File: src/core/lsfs_consts.svh
// timing, register map and field constants of the load switch fault sequencer
`ifndef LSFS_CONSTS_SVH
`define LSFS_CONSTS_SVH

`define LSFS_CLK_HZ         25000000
`define LSFS_HZ_PER_MHZ     1000000
`define LSFS_OC_PERSIST_US  7000
`define LSFS_RETRY_US       150000
`define LSFS_RAMP_US        400
`define LSFS_TMR_W          24

`define LSFS_AW             4
`define LSFS_DW             8
`define LSFS_ADDR_STATUS    4'h0
`define LSFS_ADDR_MASK      4'h4
`define LSFS_ADDR_STATE     4'h8
`define LSFS_ADDR_CTRL      4'hc

`define LSFS_EV_OC          0
`define LSFS_EV_OT          1
`define LSFS_EV_RETRY       2
`define LSFS_EV_PGOOD       3
`define LSFS_CTRL_SWOFF     0
`define LSFS_MASK_RST       8'h00
`define LSFS_CTRL_RST       8'h00

`endif

File: src/core/lsfs_pkg.sv
// types shared by the load switch fault sequencer
package lsfs_pkg;

    typedef enum logic [5:0] {
        LSFS_OFF     = 6'h01,
        LSFS_RAMP    = 6'h02,
        LSFS_ON      = 6'h04,
        LSFS_RETRY   = 6'h08,
        LSFS_LATCHED = 6'h10,
        LSFS_OTEMP   = 6'h20
    } lsfs_state_t;

    // synchronised pin levels
    typedef struct packed {
        logic enable;
        logic overcurrent;
        logic overtemp;
        logic out_above;
        logic latch_mode;
        logic ramp_cap;
    } lsfs_pins_t;

    // sticky events
    typedef struct packed {
        logic [3:0] spare;
        logic       pgood;
        logic       retry;
        logic       ot;
        logic       oc;
    } lsfs_events_t;

endpackage

File: src/core/lsfs_sync.sv
// two flip-flop synchroniser for pin levels
`timescale 1ns/10ps
module lsfs_sync #(
    parameter int W = 1
) (
    input  wire logic         clk,
    input  wire logic         rst_n,
    input  wire logic [W-1:0] din,
    output logic      [W-1:0] dout
);
    logic [W-1:0] meta_q;

    always_ff @(posedge clk or negedge rst_n) begin
        if (!rst_n) begin
            meta_q <= '0;
            dout   <= '0;
        end else begin
            meta_q <= din;
            dout   <= meta_q;
        end
    end
endmodule

File: src/core/lsfs_timer.sv
// loadable down counter that pulses once when its interval runs out
`timescale 1ns/10ps
module lsfs_timer #(
    parameter int W = 24
) (
    input  wire logic         clk,
    input  wire logic         rst_n,
    input  wire logic         start,
    input  wire logic         clr,
    input  wire logic [W-1:0] len,
    output logic              done,
    output logic              busy
);
    logic [W-1:0] cnt_q;

    assign done = (cnt_q == W'(1));
    assign busy = (cnt_q != '0);

    always_ff @(posedge clk or negedge rst_n) begin
        if (!rst_n) begin
            cnt_q <= '0;
        end else if (clr) begin
            cnt_q <= '0;
        end else if (start) begin
            cnt_q <= len;
        end else if (busy) begin
            cnt_q <= cnt_q - W'(1);
        end
    end
endmodule

File: src/core/lsfs_top.sv
// load switch fault sequencer: on/off sequencing, fault timers, flags, registers
//
// Contract
// - over-current present longer than 7 ms turns switch off, pulls fault low
// - auto-retry: after over-current trip, switch on again after 150 ms if enabled
// - latch-off: after over-current trip stay off until enable toggles or power cycles
// - current limit engages within 1 us of over-current; persistence timer starts then
// - host holds enable high to operate; switch stays off while enable low
// - fault indicator driven low while a fault is in effect, else released
// - output-good indicator driven low once output passes 90 % of supply
// - over-temperature turns the switch off at once, no persistence delay
// - auto-retry: restart 150 ms after temperature clears, fault held low meanwhile
// - auto-retry: fault indicator released 150 ms after over-temperature ended
// - latch-off: after over-temperature stay off, no retry, fault stays low
// - without ramp capacitor, turn-on ramp lasts a default 400 us
//
// Added by the designer: the address-and-strobe port and the register addresses.
`timescale 1ns/10ps
`include "lsfs_consts.svh"
module lsfs_top #(
    parameter int unsigned CLK_HZ    = `LSFS_CLK_HZ,
    parameter int unsigned OC_CYC    = `LSFS_OC_PERSIST_US * (CLK_HZ / `LSFS_HZ_PER_MHZ),
    parameter int unsigned RETRY_CYC = `LSFS_RETRY_US * (CLK_HZ / `LSFS_HZ_PER_MHZ),
    parameter int unsigned RAMP_CYC  = `LSFS_RAMP_US * (CLK_HZ / `LSFS_HZ_PER_MHZ)
) (
    input  wire logic                  MCLK,
    input  wire logic                  RSTN,
    input  wire logic                  ENABLE,
    input  wire logic                  OVERCURRENT_PROTECTION,
    input  wire logic                  OVERTEMP_EVENT,
    input  wire logic                  OUT_ABOVE_THRESHOLD,
    input  wire logic                  LATCH_MODE,
    input  wire logic                  RAMP_CAP_FITTED,
    output logic                       SWITCH_ON,
    output logic                       CURRENT_LIMIT_SET,
    output logic                       RAMP_ACTIVE,
    output logic                       FAULT_INDICATOR_N_O,
    output logic                       FAULT_INDICATOR_N_OE,
    output logic                       OUTPUT_GOOD_N_O,
    output logic                       OUTPUT_GOOD_N_OE,
    input  wire logic [`LSFS_AW-1:0]   REG_ADDR,
    input  wire logic [`LSFS_DW-1:0]   REG_WDATA,
    input  wire logic                  REG_WR,
    input  wire logic                  REG_RD,
    output logic      [`LSFS_DW-1:0]   REG_RDATA,
    output logic                       IRQ
);
    localparam int TW = `LSFS_TMR_W;

    // ------------------------------------------------------------
    // reset release and pin synchronisation
    // ------------------------------------------------------------
    logic              rst_meta_q;
    logic              rst_n;
    lsfs_pkg::lsfs_pins_t pins_raw;
    lsfs_pkg::lsfs_pins_t pins;

    always_ff @(posedge MCLK or negedge RSTN) begin
        if (!RSTN) begin
            rst_meta_q <= 1'b0;
            rst_n      <= 1'b0;
        end else begin
            rst_meta_q <= 1'b1;
            rst_n      <= rst_meta_q;
        end
    end

    assign pins_raw = '{enable:      ENABLE,
                        overcurrent: OVERCURRENT_PROTECTION,
                        overtemp:    OVERTEMP_EVENT,
                        out_above:   OUT_ABOVE_THRESHOLD,
                        latch_mode:  LATCH_MODE,
                        ramp_cap:    RAMP_CAP_FITTED};

    lsfs_sync #(
        .W ($bits(lsfs_pkg::lsfs_pins_t))
    ) u_sync (
        .clk   (MCLK),
        .rst_n (rst_n),
        .din   (pins_raw),
        .dout  (pins)
    );

    // ------------------------------------------------------------
    // registers and decode
    // ------------------------------------------------------------
    lsfs_pkg::lsfs_state_t state_q;
    lsfs_pkg::lsfs_state_t state_d;
    lsfs_pkg::lsfs_events_t status_q;
    lsfs_pkg::lsfs_events_t status_d;
    lsfs_pkg::lsfs_events_t events;
    logic [`LSFS_DW-1:0] mask_q;
    logic [`LSFS_DW-1:0] ctrl_q;
    logic [`LSFS_DW-1:0] rdata_d;
    logic                oc_prev_q;
    logic                pg_prev_q;
    logic                sel_status;
    logic                sel_mask;
    logic                sel_state;
    logic                sel_ctrl;
    logic                en_eff;
    logic                sw_active;
    logic                oc_trip;
    logic                oc_start;
    logic                ot_now;
    logic                latch_mode;
    logic                ph_start;
    logic [TW-1:0]       ph_len;
    logic                ph_done;
    logic                ph_busy;
    logic                oc_done;
    logic                ramp_done;
    logic                fault_on;

    assign sel_status = (REG_ADDR == `LSFS_ADDR_STATUS);
    assign sel_mask   = (REG_ADDR == `LSFS_ADDR_MASK);
    assign sel_state  = (REG_ADDR == `LSFS_ADDR_STATE);
    assign sel_ctrl   = (REG_ADDR == `LSFS_ADDR_CTRL);

    assign en_eff     = pins.enable & ~ctrl_q[`LSFS_CTRL_SWOFF];
    assign latch_mode = pins.latch_mode;
    assign ot_now     = pins.overtemp;
    assign sw_active  = (state_q == lsfs_pkg::LSFS_RAMP) || (state_q == lsfs_pkg::LSFS_ON);

    // ------------------------------------------------------------
    // timers
    // ------------------------------------------------------------
    // persistence starts as limiting engages
    assign oc_start = sw_active & pins.overcurrent & ~oc_prev_q;
    assign oc_trip  = sw_active & pins.overcurrent & oc_done & ~ot_now;

    lsfs_timer #(
        .W (TW)
    ) u_oc_tmr (
        .clk   (MCLK),
        .rst_n (rst_n),
        .start (oc_start),
        .clr   (~(sw_active & pins.overcurrent)),
        .len   (TW'(OC_CYC)),
        .done  (oc_done),
        .busy  ()
    );

    assign ph_start = (state_d != state_q) &&
                      ((state_d == lsfs_pkg::LSFS_RETRY) || (state_d == lsfs_pkg::LSFS_RAMP));
    assign ph_len   = (state_d == lsfs_pkg::LSFS_RETRY) ? TW'(RETRY_CYC) : TW'(RAMP_CYC);

    lsfs_timer #(
        .W (TW)
    ) u_ph_tmr (
        .clk   (MCLK),
        .rst_n (rst_n),
        .start (ph_start),
        .clr   (1'b0),
        .len   (ph_len),
        .done  (ph_done),
        .busy  (ph_busy)
    );

    // ramp ends on timer, or on output good when a capacitor sets it
    assign ramp_done = pins.ramp_cap ? pins.out_above : ph_done;

    // ------------------------------------------------------------
    // sequencer
    // ------------------------------------------------------------
    always_comb begin
        state_d = state_q;
        case (state_q)
            lsfs_pkg::LSFS_OFF: begin
                if (ot_now) begin
                    state_d = lsfs_pkg::LSFS_OTEMP;
                end else if (en_eff) begin
                    state_d = lsfs_pkg::LSFS_RAMP;
                end
            end
            lsfs_pkg::LSFS_RAMP, lsfs_pkg::LSFS_ON: begin
                if (ot_now) begin
                    state_d = lsfs_pkg::LSFS_OTEMP;
                end else if (oc_trip) begin
                    state_d = latch_mode ? lsfs_pkg::LSFS_LATCHED : lsfs_pkg::LSFS_RETRY;
                end else if (!en_eff) begin
                    state_d = lsfs_pkg::LSFS_OFF;
                end else if (state_q == lsfs_pkg::LSFS_RAMP && ramp_done) begin
                    state_d = lsfs_pkg::LSFS_ON;
                end
            end
            lsfs_pkg::LSFS_RETRY: begin
                // restart after timeout if still enabled
                if (ot_now) begin
                    state_d = lsfs_pkg::LSFS_OTEMP;
                end else if (ph_done) begin
                    state_d = en_eff ? lsfs_pkg::LSFS_RAMP : lsfs_pkg::LSFS_OFF;
                end
            end
            lsfs_pkg::LSFS_LATCHED: begin
                // only en_eff going low (enable low or the CTRL switch-off bit set) releases the latch
                if (!en_eff && !ot_now) begin
                    state_d = lsfs_pkg::LSFS_OFF;
                end
            end
            lsfs_pkg::LSFS_OTEMP: begin
                // retry wait starts when temperature clears
                // latch-off goes to the latch, no retry
                if (!ot_now) begin
                    state_d = latch_mode ? lsfs_pkg::LSFS_LATCHED : lsfs_pkg::LSFS_RETRY;
                end
            end
            default: begin
                state_d = lsfs_pkg::LSFS_OFF;
            end
        endcase
    end

    // fault in effect while tripped, waiting or latched
    assign fault_on = (state_d == lsfs_pkg::LSFS_RETRY) || (state_d == lsfs_pkg::LSFS_LATCHED) ||
                      (state_d == lsfs_pkg::LSFS_OTEMP);

    always_ff @(posedge MCLK or negedge rst_n) begin
        if (!rst_n) begin
            state_q   <= lsfs_pkg::LSFS_OFF;
            oc_prev_q <= 1'b0;
            pg_prev_q <= 1'b0;
        end else begin
            state_q   <= state_d;
            oc_prev_q <= sw_active & pins.overcurrent;
            pg_prev_q <= pins.out_above;
        end
    end

    // ------------------------------------------------------------
    // pin outputs
    // ------------------------------------------------------------
    always_ff @(posedge MCLK or negedge rst_n) begin
        if (!rst_n) begin
            SWITCH_ON            <= 1'b0;
            CURRENT_LIMIT_SET    <= 1'b0;
            RAMP_ACTIVE          <= 1'b0;
            FAULT_INDICATOR_N_OE <= 1'b0;
            OUTPUT_GOOD_N_OE     <= 1'b0;
        end else begin
            SWITCH_ON            <= (state_d == lsfs_pkg::LSFS_RAMP) ||
                                    (state_d == lsfs_pkg::LSFS_ON);
            // limit engages on first sampled over-current
            CURRENT_LIMIT_SET    <= sw_active & pins.overcurrent;
            RAMP_ACTIVE          <= (state_d == lsfs_pkg::LSFS_RAMP);
            FAULT_INDICATOR_N_OE <= fault_on;
            OUTPUT_GOOD_N_OE     <= pins.out_above;
        end
    end

    always_ff @(posedge MCLK or negedge rst_n) begin
        if (!rst_n) begin
            FAULT_INDICATOR_N_O <= 1'b0;
            OUTPUT_GOOD_N_O     <= 1'b0;
        end else begin
            FAULT_INDICATOR_N_O <= 1'b0;
            OUTPUT_GOOD_N_O     <= 1'b0;
        end
    end

    // ------------------------------------------------------------
    // events, status and interrupt
    // ------------------------------------------------------------
    assign events = '{spare: 4'h0,
                      pgood: pins.out_above & ~pg_prev_q,
                      retry: (state_q == lsfs_pkg::LSFS_RETRY) && ph_done,
                      ot:    ot_now && (state_q != lsfs_pkg::LSFS_OTEMP)
                             && (state_d == lsfs_pkg::LSFS_OTEMP),
                      oc:    oc_trip};

    // new events win over the read clear
    assign status_d = lsfs_pkg::lsfs_events_t'(((REG_RD && sel_status) ? `LSFS_DW'(0) : status_q)
                                               | events);

    always_ff @(posedge MCLK or negedge rst_n) begin
        if (!rst_n) begin
            status_q <= '0;
            IRQ      <= 1'b0;
        end else begin
            status_q <= status_d;
            IRQ      <= |(status_d & mask_q);
        end
    end

    // ------------------------------------------------------------
    // register port
    // ------------------------------------------------------------
    always_ff @(posedge MCLK or negedge rst_n) begin
        if (!rst_n) begin
            mask_q <= `LSFS_MASK_RST;
            ctrl_q <= `LSFS_CTRL_RST;
        end else if (REG_WR) begin
            if (sel_mask) begin
                mask_q <= REG_WDATA;
            end
            if (sel_ctrl) begin
                ctrl_q <= REG_WDATA;
            end
        end
    end

    assign rdata_d = !REG_RD    ? `LSFS_DW'(0) :
                     sel_status ? status_q :
                     sel_mask   ? mask_q :
                     sel_state  ? {SWITCH_ON, FAULT_INDICATOR_N_OE, latch_mode, state_q[4:0]} :
                     sel_ctrl   ? ctrl_q : `LSFS_DW'(0);

    always_ff @(posedge MCLK or negedge rst_n) begin
        if (!rst_n) begin
            REG_RDATA <= '0;
        end else begin
            REG_RDATA <= rdata_d;
        end
    end

    // cycles spent in the ramp so far, for the ramp length check
    logic [TW-1:0] ramp_age_q;

    always_ff @(posedge MCLK or negedge rst_n) begin
        if (!rst_n) begin
            ramp_age_q <= '0;
        end else begin
            ramp_age_q <= (state_q == lsfs_pkg::LSFS_RAMP) ? ramp_age_q + TW'(1) : '0;
        end
    end
endmodule

File: config.mk
export PLATFORM = sky130hd
export DESIGN_NAME = lsfs_top
export DESIGN_NICKNAME = d
export VERILOG_FILES = /design/src/core/lsfs_pkg.sv /design/src/core/lsfs_sync.sv /design/src/core/lsfs_timer.sv /design/src/core/lsfs_top.sv
export VERILOG_INCLUDE_DIRS = /design/src /design/src/core
export SDC_FILE = /design/constraint.sdc
export NUM_CORES = 1
export LEC_CHECK = 0
export ABC_CLOCK_PERIOD_IN_PS = 3500
export BUFFER_PORTS_ARGS = -buffer_cell sky130_fd_sc_hd__buf_2
export CAP_MARGIN = 30
export CORE_UTILIZATION = 45
export DETAILED_ROUTE_END_ITERATION = 8
export PLACE_DENSITY_LB_ADDON = 0.08
export REMOVE_ABC_BUFFERS = 1
export SYNTH_ARGS = -nofsm -noshare
export SYNTH_HDL_FRONTEND = slang
export SYNTH_HIERARCHICAL = 1
export SYNTH_SLANG_ARGS = --single-unit
File: constraint.sdc
create_clock -name MCLK -period 3.5 [get_ports MCLK]
set_input_delay 0.525 -clock MCLK [delete_from_list [all_inputs] [get_ports MCLK]]
set_output_delay 0.525 -clock MCLK [all_outputs]
set_load 0.05 [all_outputs]
## After elaboration in Yosys (flattened, before gate mapping)

Cells that the tools add are included.
W data, S select, Z words.

- Bits of input ports: 22
- Flip-flop bits (word level): 106
- Logic and storage cells: 102
- Output and inout bits: 16

- Bitwise operators: 12
- Muxes and demuxes: 26
- Eq/ne operators: 19
- Reductions and logical operators: 22
- Add/subtract/negate cells: 2

Operators by type and width:

| kind | count |
|---|---|
| $mux W24 | 5 |
| $mux W6 | 10 |
| $eq A24 B1 Y1 const B | 2 |
| $mux W8 | 6 |
| $reduce_bool A24 Y1 | 2 |
| $sub A24 B1 Y24 const B | 2 |
| $pmux W6 S5 | 1 |
| $mux W22 | 1 |
| $eq A6 B2 Y1 const B | 2 |
| $eq A6 B3 Y1 const B | 2 |
| $eq A6 B4 Y1 const B | 2 |
| $eq A6 B5 Y1 const B | 2 |
| $eq A6 B6 Y1 const B | 2 |
| $and A8 B8 Y8 | 1 |
| $eq A4 B4 Y1 const B | 2 |
| $or A8 B4 Y8 | 1 |
| $reduce_or A8 Y1 | 1 |
| $logic_and A1 B1 Y1 | 7 |
| $and A1 B1 Y1 | 6 |
| $eq A6 B1 Y1 const B | 1 |
| $ne A6 B6 Y1 | 1 |
| $ne A6 B6 Y1 const B | 1 |
| $logic_or A1 B1 Y1 | 5 |
| $mux W5 | 1 |
| other kinds (10) | 15 |

## Longest topological paths before layout

Gate-level depths: netlist of the first run.

- Depth after elaboration: 13
- Mapped depth: 16
- Depth with buffers taken out: 14

## Hierarchy

Netlist of the first run, hierarchy kept.

By module, submodules not included:

| module | times used | area each (µm²) | cells an instance |
|---|---|---|---|
| lsfs_timer | 2 | 1,522.7 | 169 |
| lsfs_top | 1 | 2,339.7 | 194 |
| lsfs_sync | 1 | 300.3 | 12 |

## Least setup slack after synthesis of the first run

Ideal clock, no wire load.

- Path kind: register to register
- From: register u_oc_tmr.cnt_q[19]
- To: register u_ph_tmr.cnt_q[4]
- Arrival: 3,668 ps
- Required time: 3,381 ps
- Setup slack: -287 ps
- Cell stages (with the launch flop): 17
- Setup time: 119 ps
- Cell sequence: dfrtp_1 > or4_4 > or3_1 > buf_6 > nor4_4 > and3_1 > nand2_1 > nor2_1 > nor3_1 > o32a_1 > a211oi_1 > nor2_1 > inv_1 > clkbuf_1 > clkbuf_1 > mux2i_1 > nor2_1

- Cells in the longest elaborated chain, start to end: 10

RTL lines:

| element | line | text |
|---|---|---|
| start, declared | lsfs_timer.sv:14 | `logic [W-1:0] cnt_q;` |
| start signal, assigned | lsfs_timer.sv:25 | `cnt_q <= len;` |
| start signal, assigned | lsfs_timer.sv:27 | `cnt_q <= cnt_q - W'(1);` |
| $eq A24 B1 Y1 * | lsfs_timer.sv:16 | `assign done = (cnt_q == W'(1));` |
| via oc_done | lsfs_top.sv:111 | `logic oc_done;` |
| $and A1 B1 Y1 * (2 in series) | lsfs_top.sv:130 | `assign oc_trip = sw_active & pins.overcurrent & oc_done & ~ot_now;` |
| $mux W6 * | lsfs_top.sv:179 | `end else if (oc_trip) begin` |
| $mux W6 * | lsfs_top.sv:177 | `if (ot_now) begin` |
| $pmux W6 S5 * | lsfs_top.sv:168 | `case (state_q)` |
| $eq A6 B4 Y1 / $eq A6 B2 Y1 (equally long branches) | lsfs_top.sv:145 | `((state_d == lsfs_pkg::LSFS_RETRY) \|\| (state_d == lsfs_pkg::LSFS_RAMP));` |
| $logic_or A1 B1 Y1 | lsfs_top.sv:145 |  |
| $logic_and A1 B1 Y1 * | lsfs_top.sv:144 | `assign ph_start = (state_d != state_q) &&` |
| via ph_start | lsfs_top.sv:107 | `logic ph_start;` |
| $mux W24 / $reduce_bool A2 Y1 (equally long branches) | n/a |  |
| end signal, assigned | lsfs_timer.sv:25 |  |
| end signal, assigned | lsfs_timer.sv:27 |  |
| end, declared | lsfs_timer.sv:14 |  |

The timed path passes the listed nets; every way through them passes the cells marked *.
A chain may end at the register's enable or synchronous reset.

## Worst setup path in the final report of the first run

- From: register u_oc_tmr.cnt_q[19]
- To: register u_ph_tmr.cnt_q[13]

The elaborated chain is that of the path after synthesis.

==> results of run 1 <==
kinds of logic after synthesis:
group,count (synthesis),synth area share [%]
other cells,2,0.1321
mux,29,7.284
xor+xnor,30,4.622
flops,106,46.68
compound gates,112,13.69
buf+inv,47,4.335
simple gates,212,21.94
fa+ha+maj,6,1.320
state kept, by name, indices dropped and copies added (netlist names), 6 cells and up:
register and count:
state_q 6, u_oc_tmr/cnt_q 24, status_q 8, REG_RDATA 8, u_sync/dout 6, mask_q 8, ctrl_q 8, u_ph_tmr/cnt_q 24
u_sync/meta_q 6
how the worst max path moves through the flow:
stage | from | to | slack (ps)
4_1_cts | u_oc_tmr/cnt_q[19] | u_ph_tmr/cnt_q[13] | 2
5_1_grt | u_oc_tmr/cnt_q[19] | u_ph_tmr/cnt_q[13] | -70
3_5_place_dp | u_oc_tmr/cnt_q[19] | u_ph_tmr/cnt_q[13] | -190
3_3_place_gp | u_ph_tmr/cnt_q[19] | u_ph_tmr/cnt_q[13] | -50
2_1_floorplan | u_oc_tmr/cnt_q[19] | u_ph_tmr/cnt_q[11] | -1100
6_report | u_oc_tmr/cnt_q[19] | u_ph_tmr/cnt_q[13] | 70
cells in the final DEF, fill, tap and decap left out, types with 10 or more instances in the layout:
master and count:
sky130_fd_sc_hd__a211oi_1 18, sky130_fd_sc_hd__nand3_1 16, sky130_fd_sc_hd__nor2_1 53, sky130_fd_sc_hd__a21oi_1 32
sky130_fd_sc_hd__xnor2_1 21, sky130_fd_sc_hd__nor3_1 17, sky130_fd_sc_hd__buf_2 35, sky130_fd_sc_hd__o21ai_0 10
sky130_fd_sc_hd__dfrtp_1 104, sky130_fd_sc_hd__mux2_2 16, sky130_fd_sc_hd__inv_1 19, sky130_fd_sc_hd__conb_1 43
sky130_fd_sc_hd__buf_4 26, sky130_fd_sc_hd__nand2_1 39
stage by stage:
stage,utilization (%),setup TNS (ps),hold slack (ps),setup slack (ps)
2_1_floorplan,-,-23730,229.4,-1102
3_3_place_gp,51.42,-100.1,310.3,-53.03
3_5_place_dp,51.42,-1527,311.8,-187.2
4_1_cts,54.76,0,256.3,2.267
5_1_grt,55.59,-154.1,157.6,-70.79
6_report,55.59,0,146.6,68.04
routing by layer:
metal	track usage (%)	wire length [microns]	up-vias	share of wire, %
met3	3.123	424	8	3.3
met5	0	0	-	0
li1	-	-	2140	-
met4	8.571	111	0	0.87
met2	34.71	6272	76	49
met1	28.37	5993	2155	47
critical path, delay by kind of cell, from the launching register on:
family                 cells  cell delay, ps
AOI/OAI and AO/OA          3             730
and+or+nand+nor            9            2090
DFF                        1             380
buffers and inverters      1             140
report_power, final:
group / total [mW] / switching, mW / internal [mW]
logic: 1.57 / 0.869 / 0.704
registers: 1.63 / 0.218 / 1.42
clock network: 1.20 / 0.468 / 0.728
cell type report:
type / instances / share of cell area [%]
inverters: 19 / 1.055
clock buffers: 10 / 3.535
repair buffers: 65 / 6.552
multi-input cells: 432 / 44.68
clock inverters: 6 / 1.758
flip-flops and latches: 106 / 39.31
well taps: 168 / 3.109
repair_timing:
item	CTS	global route
buffers inserted	2	1
resized for setup	6	14
pin swaps	7	4
endpoints found under the setup margin	23	23
hold buffers	1	0
hold endpoints to repair	2	0
cloned	0	0
==> run summary, run 1 <==
Max IR drop VDD = 0.0003231 V
CP dominant cell by count = sky130_fd_sc_hd__or4_4
Full die area = 13090 sq um
Mapped Area = 5685 sq um
Destination of the worst register-to-register timing path = u_ph_tmr/cnt_q[13]
Largest net degree at the start of global routing = 71
Via count = 4379
RSZ-0062 raised after global routing = true
Width of the chip = 114.4 microns
# diodes = 0
Wire length of the first global-routing pass = 21620 microns
Max Clock Skew = 12.22 ps
Finished layout cell area = 6760 sq um
Layout cells sized above 1 = 22.73%
Total power after layout = 4.403 mW
Post-route insts no fill = 806
Number of endpoints failing setup at the final stage = 0
Arr. time, crit path = 3710 ps
Final weighted congestion of routability-driven global placement = 0.8406
Depth of the most critical reg-to-reg path = 13
Total congestion overflow = 0
Synthesized netlist cell count = 544
Count of cell types in the netlist = 70
CP Cell Sequence = or4_4 -> or3_4 -> nor4_4 -> and3_4 -> nand2_2 -> nor2_4 -> nor3_2 -> o32a_1 -> a211oi_2 -> nor2_1 -> buf_4 -> or4_4 -> a31oi_2
Post-synthesis average cell area = 10.45 sq um
DP Area = 6254 sq um
Sink count of the clock tree = 106
Endpoints failing hold = 0
Global-route usage over all layers = 21.21%
Initial Util = 46.75%
Total wire length = 12800 microns
Slowest cell on crit path = sky130_fd_sc_hd__or4_4
Synth-to-Final Area Change = 18.90%
Sort of element at the start of the critical path = flop
Clock tree from TritonCTS = yes
Initial antenna violation count = 0
Number of global-route vias before repair = 4351
DP HPWL = 8778 microns
Number of port buffers = 35
Internal reg-to-reg setup slack = 70 ps
Standard-cell rows = 40
# placed instances = 785
CTS Root Buffer Type = sky130_fd_sc_hd__clkbuf_16
# nets final = 661
Clock-pin slew of the registers on the worst-case setup and hold paths = 70 ps
Number of ports placed on the die boundary = 38
Buffer depth of the longest clock path = 2
Later-pin clock latency in the skew report = 360 ps
Critical path required time = 3770 ps
Number of iterations in the first detailed-routing pass = 5
Max stage delay on crit path = 530 ps
H-Tree Depth = 3
Tmin final = 3432 ps
Startpoint of the most critical register-to-register path = u_oc_tmr/cnt_q[19]
Synth top cells by count = sky130_fd_sc_hd__dfrtp_1, sky130_fd_sc_hd__nor2_1, sky130_fd_sc_hd__nand2_1
Crit path kind = reg -> reg
Slew at the pin closest to its max-slew limit = 845.1 ps
Max-cap violation count = 0
Power per cell area = 651.2 nW/um^2
Most used flip-flop cell after synthesis = sky130_fd_sc_hd__dfrtp_1
Top cell type's share of synthesized area = 46.21%
Type of element capturing the critical path = flop
Peak Freq = 291.4 MHz
Remaining routing DRC violations = 0
Number of flops mapped to enable cells by yosys = 0
Final number of max-transition violations = 0
Warnings from Yosys = 6
Num CTS Buffers = 9
Top post-synthesis cells by area = sky130_fd_sc_hd__dfrtp_1, sky130_fd_sc_hd__nor2_1, sky130_fd_sc_hd__xnor2_1
Fill cell count = 1107
Detail-routed via count per cell = 5.433
Cell taking the most area after synthesis = sky130_fd_sc_hd__dfrtp_1
Footprint of the multi-input gates = 3020 sq um
Storage cell area = 2658 sq um
Floorplan core area = 12160 sq um
Share of synthesized area occupied by flip-flops and latches = 46.68%
Final clock period utilization by the worst path = 98.06%
Worst slew margin = 43.45%
Violation count after the first detailed-routing iteration = 188
Biggest fanout along the worst timing path = 3
Result of the run = completed
Worst min path class = reg -> async
Lkg Pwr = 3.131 nW
Antenna violation net count after detailed routing = 0
Die Y-Extent = 114.4 microns
Async set-reset flop share out of synthesis = 100.0%
Seq cells post-synth = 106
DR WL/cell = 15.88 microns
Most used standard cell by instance count after synthesis = sky130_fd_sc_hd__dfrtp_1
Power figures use the tool's default switching activity.
==> inputs of run 2 (changes only) <==
ABC_CLOCK_PERIOD_IN_PS = 3930   (was 3500)
clock period = 3.93 ns   (was 3.5 ns; I/O delays follow)
==> run summary, run 2 (synthesized netlist as in run 1, its figures left out) <==
Final number of max-transition violations = 0 (unchanged)
Highest-count cells in the layout ignoring fill and taps = sky130_fd_sc_hd__dfrtp_1, sky130_fd_sc_hd__nor2_1, sky130_fd_sc_hd__conb_1
Max IR drop VDD = 0.0003317 V (+2.7%)
Num CTS Buffers = 9 (unchanged)
Number of global-route vias before repair = 4286 (-1.5%)
CP Cell Sequence = or4_4 -> or3_1 -> nor4_4 -> and3_2 -> mux2i_1 -> nor4_4 -> or4_4 -> a21oi_2 -> o32ai_1 -> nor2_2 -> buf_12 -> or4_1 -> a31oi_1
Wire length of the first global-routing pass = 21570 microns (-0.22%)
DP Area = 6186 sq um (-1.1%)
Initial antenna violation count = 0 (unchanged)
Tmin final = 3612 ps (+180.0 ps)
Clock-pin slew of the registers on the worst-case setup and hold paths = 80 ps (about the same)
Number of ports placed on the die boundary = 38 (unchanged)
Clock tree from TritonCTS = yes
Largest registers = u_oc_tmr/cnt_q (24), u_ph_tmr/cnt_q (24)
Power per cell area = 567.7 nW/um^2 (-13%)
Crit path kind = reg -> reg
WP buf/inv = 1 (unchanged)
Endpoints failing hold = 0 (unchanged)
Initial Util = 46.75% (unchanged)
Max Clock Skew = 9.877 ps (-2.341 ps)
Number of port buffers = 35 (unchanged)
Biggest fanout along the worst timing path = 21 (+18)
DR WL/cell = 15.79 microns (-0.56%)
Total wire length = 12530 microns (-2.2%)
Leading cell type in the layout, fill and taps excluded = sky130_fd_sc_hd__dfrtp_1
CTS Root Buffer Type = sky130_fd_sc_hd__clkbuf_16
Violation count after the first detailed-routing iteration = 209 (+11%)
Internal reg-to-reg setup slack = 320 ps (+250 ps)
Layout cells sized above 1 = 19.36% (-3.4 points)
Later-pin clock latency in the skew report = 360 ps (about the same)
Slew at the pin closest to its max-slew limit = 818.5 ps (-26.63 ps)
Via count = 4305 (-1.7%)
Lkg Pwr = 3.018 nW (-3.6%)
Final clock period utilization by the worst path = 91.91% (-6.1 points)
Result of the run = completed
Full die area = 13090 sq um (unchanged)
# diodes = 0 (unchanged)
Type of element capturing the critical path = flop
Buffer depth of the longest clock path = 2 (unchanged)
Critical path required time = 4210 ps (+440 ps)
Worst min path class = in -> reg
Global-route usage over all layers = 21.24% (+0.030 points)
Finished layout cell area = 6501 sq um (-3.8%)
Total power after layout = 3.691 mW (-16%)
Final weighted congestion of routability-driven global placement = 0.8061 (-4.1%)
Die Y-Extent = 114.4 microns (unchanged)
Max stage delay on crit path = 550 ps (+20 ps)
# nets final = 648 (-2.0%)
Kind of cell adding the most delay to the critical path = simple AND/OR/NAND/NOR gates
Destination of the worst register-to-register timing path = u_ph_tmr/cnt_q[13]
Worst hold stages = 1
Beginning of the worst hold path = ENABLE
Peak Freq = 276.9 MHz (-5.0%)
Depth of the most critical reg-to-reg path = 13 (unchanged)
Startpoint of the most critical register-to-register path = u_ph_tmr/cnt_q[19]
DP HPWL = 8693 microns (-0.96%)
Worst slew margin = 45.23% (+1.8 points)
Remaining routing DRC violations = 0 (unchanged)
Width of the chip = 114.4 microns (unchanged)
Sink count of the clock tree = 106 (unchanged)
H-Tree Depth = 3 (unchanged)
Slowest cell on crit path = sky130_fd_sc_hd__or4_4
Number of iterations in the first detailed-routing pass = 4 (-1)
Arr. time, crit path = 3890 ps (+180 ps)
Worst min-delay path endpoint = u_sync/meta_q[5]
Detail-routed via count per cell = 5.429 (about the same)
Antenna violation net count after detailed routing = 0 (unchanged)
Max-cap violation count = 0 (unchanged)
Synth-to-Final Area Change = 14.35%
Largest net degree at the start of global routing = 46 (-35%)
Sort of element at the start of the critical path = flop
Number of endpoints failing setup at the final stage = 0 (unchanged)
Total congestion overflow = 0 (unchanged)
RSZ-0062 raised after global routing = false
Standard-cell rows = 40 (unchanged)
Floorplan core area = 12160 sq um (unchanged)
## run 2: changes by cell type in the layout (fill, tap and decap cells not counted), moves of 2 or more
cell | before | now
sky130_fd_sc_hd__or3_4 | 4 | 2
sky130_fd_sc_hd__bufinv_16 | 3 | 0
sky130_fd_sc_hd__clkinvlp_4 | 0 | 2
sky130_fd_sc_hd__buf_4 | 26 | 15
sky130_fd_sc_hd__or3_1 | 6 | 8
sky130_fd_sc_hd__and3_4 | 2 | 0
## run 2: final cells by class
cell class                      instances  area (sq um)
Clock inverter                          7         71.32
Fill cell                            1156          5660
Multi-Input combinational cell        432          2948
Clock buffer                            9         225.2
Tap cell                              168         210.2
Inverter                               19         71.32
Timing Repair Buffer                   52         317.8
Sequential cell                       106          2658
## run 2: how the worst max path moves through the flow
stage	startpoint	to	slack [ps]	depth (start not counted)
after global routing	u_oc_tmr/cnt_q[19]	u_ph_tmr/cnt_q[13]	40	13
after floorplan	u_oc_tmr/cnt_q[19]	u_ph_tmr/cnt_q[11]	-670	12
after global placement	u_oc_tmr/cnt_q[19]	u_ph_tmr/cnt_q[13]	270	13
final	u_ph_tmr/cnt_q[19]	u_ph_tmr/cnt_q[13]	320	13
after CTS	u_oc_tmr/cnt_q[19]	u_ph_tmr/cnt_q[13]	170	13
after detailed placement	u_oc_tmr/cnt_q[19]	u_ph_tmr/cnt_q[13]	190	13
## run 2: metal layers
layer	routed length (microns)	GRT usage, %	vias to the layer above
li1	-	-	2111
met2	6156	35.35	73
met1	5825	27.73	2114
met5	0	0	-
met4	126	5.714	0
met3	417	5.082	7
## run 2: repair_timing
action	CTS	global route
setup endpoints to repair	0	23
hold buffers	1	0
gates resized for setup	0	3
endpoints found under the hold margin	2	0
buffers inserted	0	0
## run 2: report_power, final
part	internal, mW	switching [mW]
Combinational	0.578	0.750
Sequential	1.26	0.201
Clock	0.449	0.453
## run 2: through the flow
| stage | hold WS [ps] | worst slack [ps] | TNS [ps] | cells | util (%) |
|---|---|---|---|---|---|
| floorplan | 293.9 | -672.2 | -13660 | 557 | - |
| global placement | 331.5 | 270.3 | 0 | 776 | 50.86 |
| detailed placement | 336.3 | 186.2 | 0 | 776 | 50.86 |
| CTS | 313.3 | 173.0 | 0 | 793 | 53.38 |
| global route | 310.0 | 41.97 | 0 | 793 | 53.46 |
| finish | 328.4 | 318.0 | 0 | 793 | 53.46 |
==> inputs of run 3 (changes only) <==
ABC_AREA = 1   (was not set)
==> run summary, run 3 <==
Max Clock Skew = 8.809 ps (-1.068 ps)
DP HPWL = 11130 microns (+28%)
Worst min path class = reg -> async
Startpoint of the most critical register-to-register path = u_ph_tmr/cnt_q[12]
WP buf/inv = 3 (+2)
Mapped Area = 6446 sq um (+13%)
Die Y-Extent = 121.7 microns (+6.4%)
Kind of cell adding the most delay to the critical path = simple AND/OR/NAND/NOR gates
Final weighted congestion of routability-driven global placement = 0.9117 (+13%)
Result of the run = completed
Width of the chip = 121.7 microns (+6.4%)
Full die area = 14810 sq um (+13%)
Final setup TNS = 0 ps (unchanged)
Total wire length = 14880 microns (+19%)
# nets final = 951 (+47%)
# diodes = 0 (unchanged)
Antenna violation net count after detailed routing = 0 (unchanged)
Cell taking the most area after synthesis = sky130_fd_sc_hd__dfrtp_1
CP dominant cell by count = sky130_fd_sc_hd__nor2_1
Most used flip-flop cell after synthesis = sky130_fd_sc_hd__dfrtp_1
Leading cell type in the layout, fill and taps excluded = sky130_fd_sc_hd__nand2_1
Warnings from Yosys = 6 (unchanged)
Highest-count cells in the layout ignoring fill and taps = sky130_fd_sc_hd__nand2_1, sky130_fd_sc_hd__nor2_1, sky130_fd_sc_hd__dfrtp_1
Slew at the pin closest to its max-slew limit = 935.3 ps (+116.8 ps)
Peak Freq = 303.5 MHz (+9.6%)
Wire length of the first global-routing pass = 25450 microns (+18%)
Max-cap violation count = 0 (unchanged)
Top post-synthesis cells by area = sky130_fd_sc_hd__dfrtp_1, sky130_fd_sc_hd__nand2_1, sky130_fd_sc_hd__nor2_1
DR WL/cell = 13.44 microns (-15%)
Depth of the most critical reg-to-reg path = 21 (+8)
Initial Util = 46.26% (-0.49 points)
Later-pin clock latency in the skew report = 350 ps (about the same)
Type of element capturing the critical path = flop
Power per cell area = 591.4 nW/um^2 (+4.2%)
Clock tree from TritonCTS = yes
Layout cells sized above 1 = 18.88% (-0.48 points)
CTS Root Buffer Type = sky130_fd_sc_hd__clkbuf_16
Number of port buffers = 35 (unchanged)
Tmin final = 3295 ps (-316.6 ps)
Synthesized netlist cell count = 850 (+56%)
Detail-routed via count per cell = 4.943 (-8.9%)
Max IR drop VDD = 0.0003184 V (-4.0%)
Final number of max-transition violations = 0 (unchanged)
Destination of the worst register-to-register timing path = u_ph_tmr/cnt_q[5]
Standard-cell rows = 43 (+7.5%)
Synth-to-Final Area Change = 12.75%
Number of iterations in the first detailed-routing pass = 5 (+1)
Violation count after the first detailed-routing iteration = 359 (+72%)
Initial antenna violation count = 0 (unchanged)
Num CTS Buffers = 9 (unchanged)
RSZ-0062 raised after global routing = false
Post-synthesis average cell area = 7.584 sq um (-27%)
Number of ports placed on the die boundary = 38 (unchanged)
Most used standard cell by instance count after synthesis = sky130_fd_sc_hd__nand2_1
Global-route usage over all layers = 22.02% (+0.78 points)
Biggest fanout along the worst timing path = 19 (-9.5%)
CP Cell Sequence = nor2_1 -> nand2_2 -> nor2_8 -> nand2_1 -> nor2_1 -> inv_1 -> nor2_1 -> nor2_1 -> nor2_1 -> nor2_1 -> nand4_1 -> nand3_1 -> nand2_1 -> nand3_1 -> nor2_1 -> a21oi_2 -> inv_1 -> buf_4 -> nand2_1 -> o22ai_1 -> nor2_2
Async set-reset flop share out of synthesis = 100.0% (unchanged)
Endpoints failing hold = 0 (unchanged)
Sort of element at the start of the critical path = flop
Top cell type's share of synthesized area = 40.76% (-5.5 points)
Number of global-route vias before repair = 5167 (+21%)
Via count = 5472 (+27%)
H-Tree Depth = 3 (unchanged)
Floorplan core area = 13930 sq um (+15%)
Largest registers = u_oc_tmr/cnt_q (24), u_ph_tmr/cnt_q (24)
Worst path depth = 21 (+8)
Arr. time, crit path = 3520 ps (-370 ps)
Largest net degree at the start of global routing = 46 (unchanged)
Number of endpoints failing setup at the final stage = 0 (unchanged)
Seq cells post-synth = 106 (unchanged)
Count of cell types in the netlist = 41 (-41%)
Synth top cells by count = sky130_fd_sc_hd__nand2_1, sky130_fd_sc_hd__nor2_1, sky130_fd_sc_hd__dfrtp_1
Crit path kind = reg -> reg
Sink count of the clock tree = 106 (unchanged)
Remaining routing DRC violations = 0 (unchanged)
Internal reg-to-reg setup slack = 630 ps (+320 ps)
Worst slew margin = 37.58% (-7.7 points)
Clock-pin slew of the registers on the worst-case setup and hold paths = 70 ps (about the same)
Share of synthesized area occupied by flip-flops and latches = 41.17% (-5.5 points)
Number of flops mapped to enable cells by yosys = 0 (unchanged)
Finished layout cell area = 7268 sq um (+12%)
Final clock period utilization by the worst path = 83.85% (-8.1 points)
Max stage delay on crit path = 420 ps (-130 ps)
Lkg Pwr = 3.785 nW (+25%)
DP Area = 6959 sq um (+12%)
Critical path required time = 4150 ps (-60 ps)
Buffer depth of the longest clock path = 2 (unchanged)
Total congestion overflow = 0 (unchanged)
Slowest cell on crit path = sky130_fd_sc_hd__dfrtp_1
## run 3: repair_timing
action / CTS / global route
hold endpoints to repair: 2 / 0
hold buffers: 1 / 0
endpoints found under the setup margin: 0 / 0
resized for setup: 0 / 0
setup buffers: 0 / 0
## run 3: worst reg2reg max path, stage by stage (launching register included)
cell                      delay [ps]
sky130_fd_sc_hd__dfrtp_1         420
sky130_fd_sc_hd__nor2_1          190
sky130_fd_sc_hd__nand2_2         130
sky130_fd_sc_hd__nor2_8          150
sky130_fd_sc_hd__nand2_1          90
sky130_fd_sc_hd__nor2_1          280
sky130_fd_sc_hd__inv_1           100
sky130_fd_sc_hd__nor2_1          100
sky130_fd_sc_hd__nor2_1           60
sky130_fd_sc_hd__nor2_1          140
sky130_fd_sc_hd__nor2_1           50
sky130_fd_sc_hd__nand4_1         100
sky130_fd_sc_hd__nand3_1         110
sky130_fd_sc_hd__nand2_1          70
sky130_fd_sc_hd__nand3_1          60
sky130_fd_sc_hd__nor2_1          110
sky130_fd_sc_hd__a21oi_2          70
sky130_fd_sc_hd__inv_1           380
sky130_fd_sc_hd__buf_4           280
sky130_fd_sc_hd__nand2_1          70
sky130_fd_sc_hd__o22ai_1         140
sky130_fd_sc_hd__nor2_2           40
## run 3: final cells by class
type | instances | area [sq um]
fill | 1362 | 6666
tap | 180 | 225.2
clock inverter | 6 | 73.82
timing repair buffer | 41 | 242.7
clock buffer | 9 | 225.2
inverter | 87 | 327.8
multi-input combinational | 678 | 3516
sequential | 106 | 2658
## run 3: how the worst max path moves through the flow
stage | to | start
finish | u_ph_tmr/cnt_q[5] | u_ph_tmr/cnt_q[12]
floorplan | u_ph_tmr/cnt_q[17] | u_ph_tmr/cnt_q[15]
global placement | u_ph_tmr/cnt_q[5] | u_ph_tmr/cnt_q[19]
detailed placement | u_ph_tmr/cnt_q[5] | u_ph_tmr/cnt_q[8]
CTS | u_ph_tmr/cnt_q[5] | u_ph_tmr/cnt_q[12]
global route | u_ph_tmr/cnt_q[5] | u_ph_tmr/cnt_q[12]
## run 3: logic make-up (layout without fill, tap and decap cells)
group	Yosys count	after routing	share of synthesized area [%]
AOI/OAI and AO/OA	103	103	10.07
xor gates and xnor gates	14	14	1.902
adders and majority gates	6	6	1.165
buffers and inverters	106	143	6.677
DFF	106	106	41.17
other	2	42	0.1165
and+or+nand+nor	513	513	38.90
## run 3: power breakdown
group	internal [mW]	switching, mW	total [mW]
registers	1.26	0.167	1.43
logic	0.669	1.28	1.95
clock network	0.499	0.421	0.920
## run 3: layer usage
layer / part of all wire (%) / GRT usage [%]
met1: 50 / 31.00
met2: 45 / 34.77
met3: 3.2 / 2.996
met4: 1.7 / 7.562
met5: 0 / 0
## run 3: per-stage QoR
step	power, mW	utilization, %	worst slack, ps	instances	hold slack [ps]
2_1_floorplan	2.969	-	-29.08	871	293.9
3_3_place_gp	3.372	49.74	703.6	1090	339.2
3_5_place_dp	3.389	49.94	665.2	1091	309.9
4_1_cts	4.331	52.16	636.5	1107	318.9
5_1_grt	4.643	52.16	166.0	1107	322.1
6_report	4.299	52.16	634.7	1107	286.4
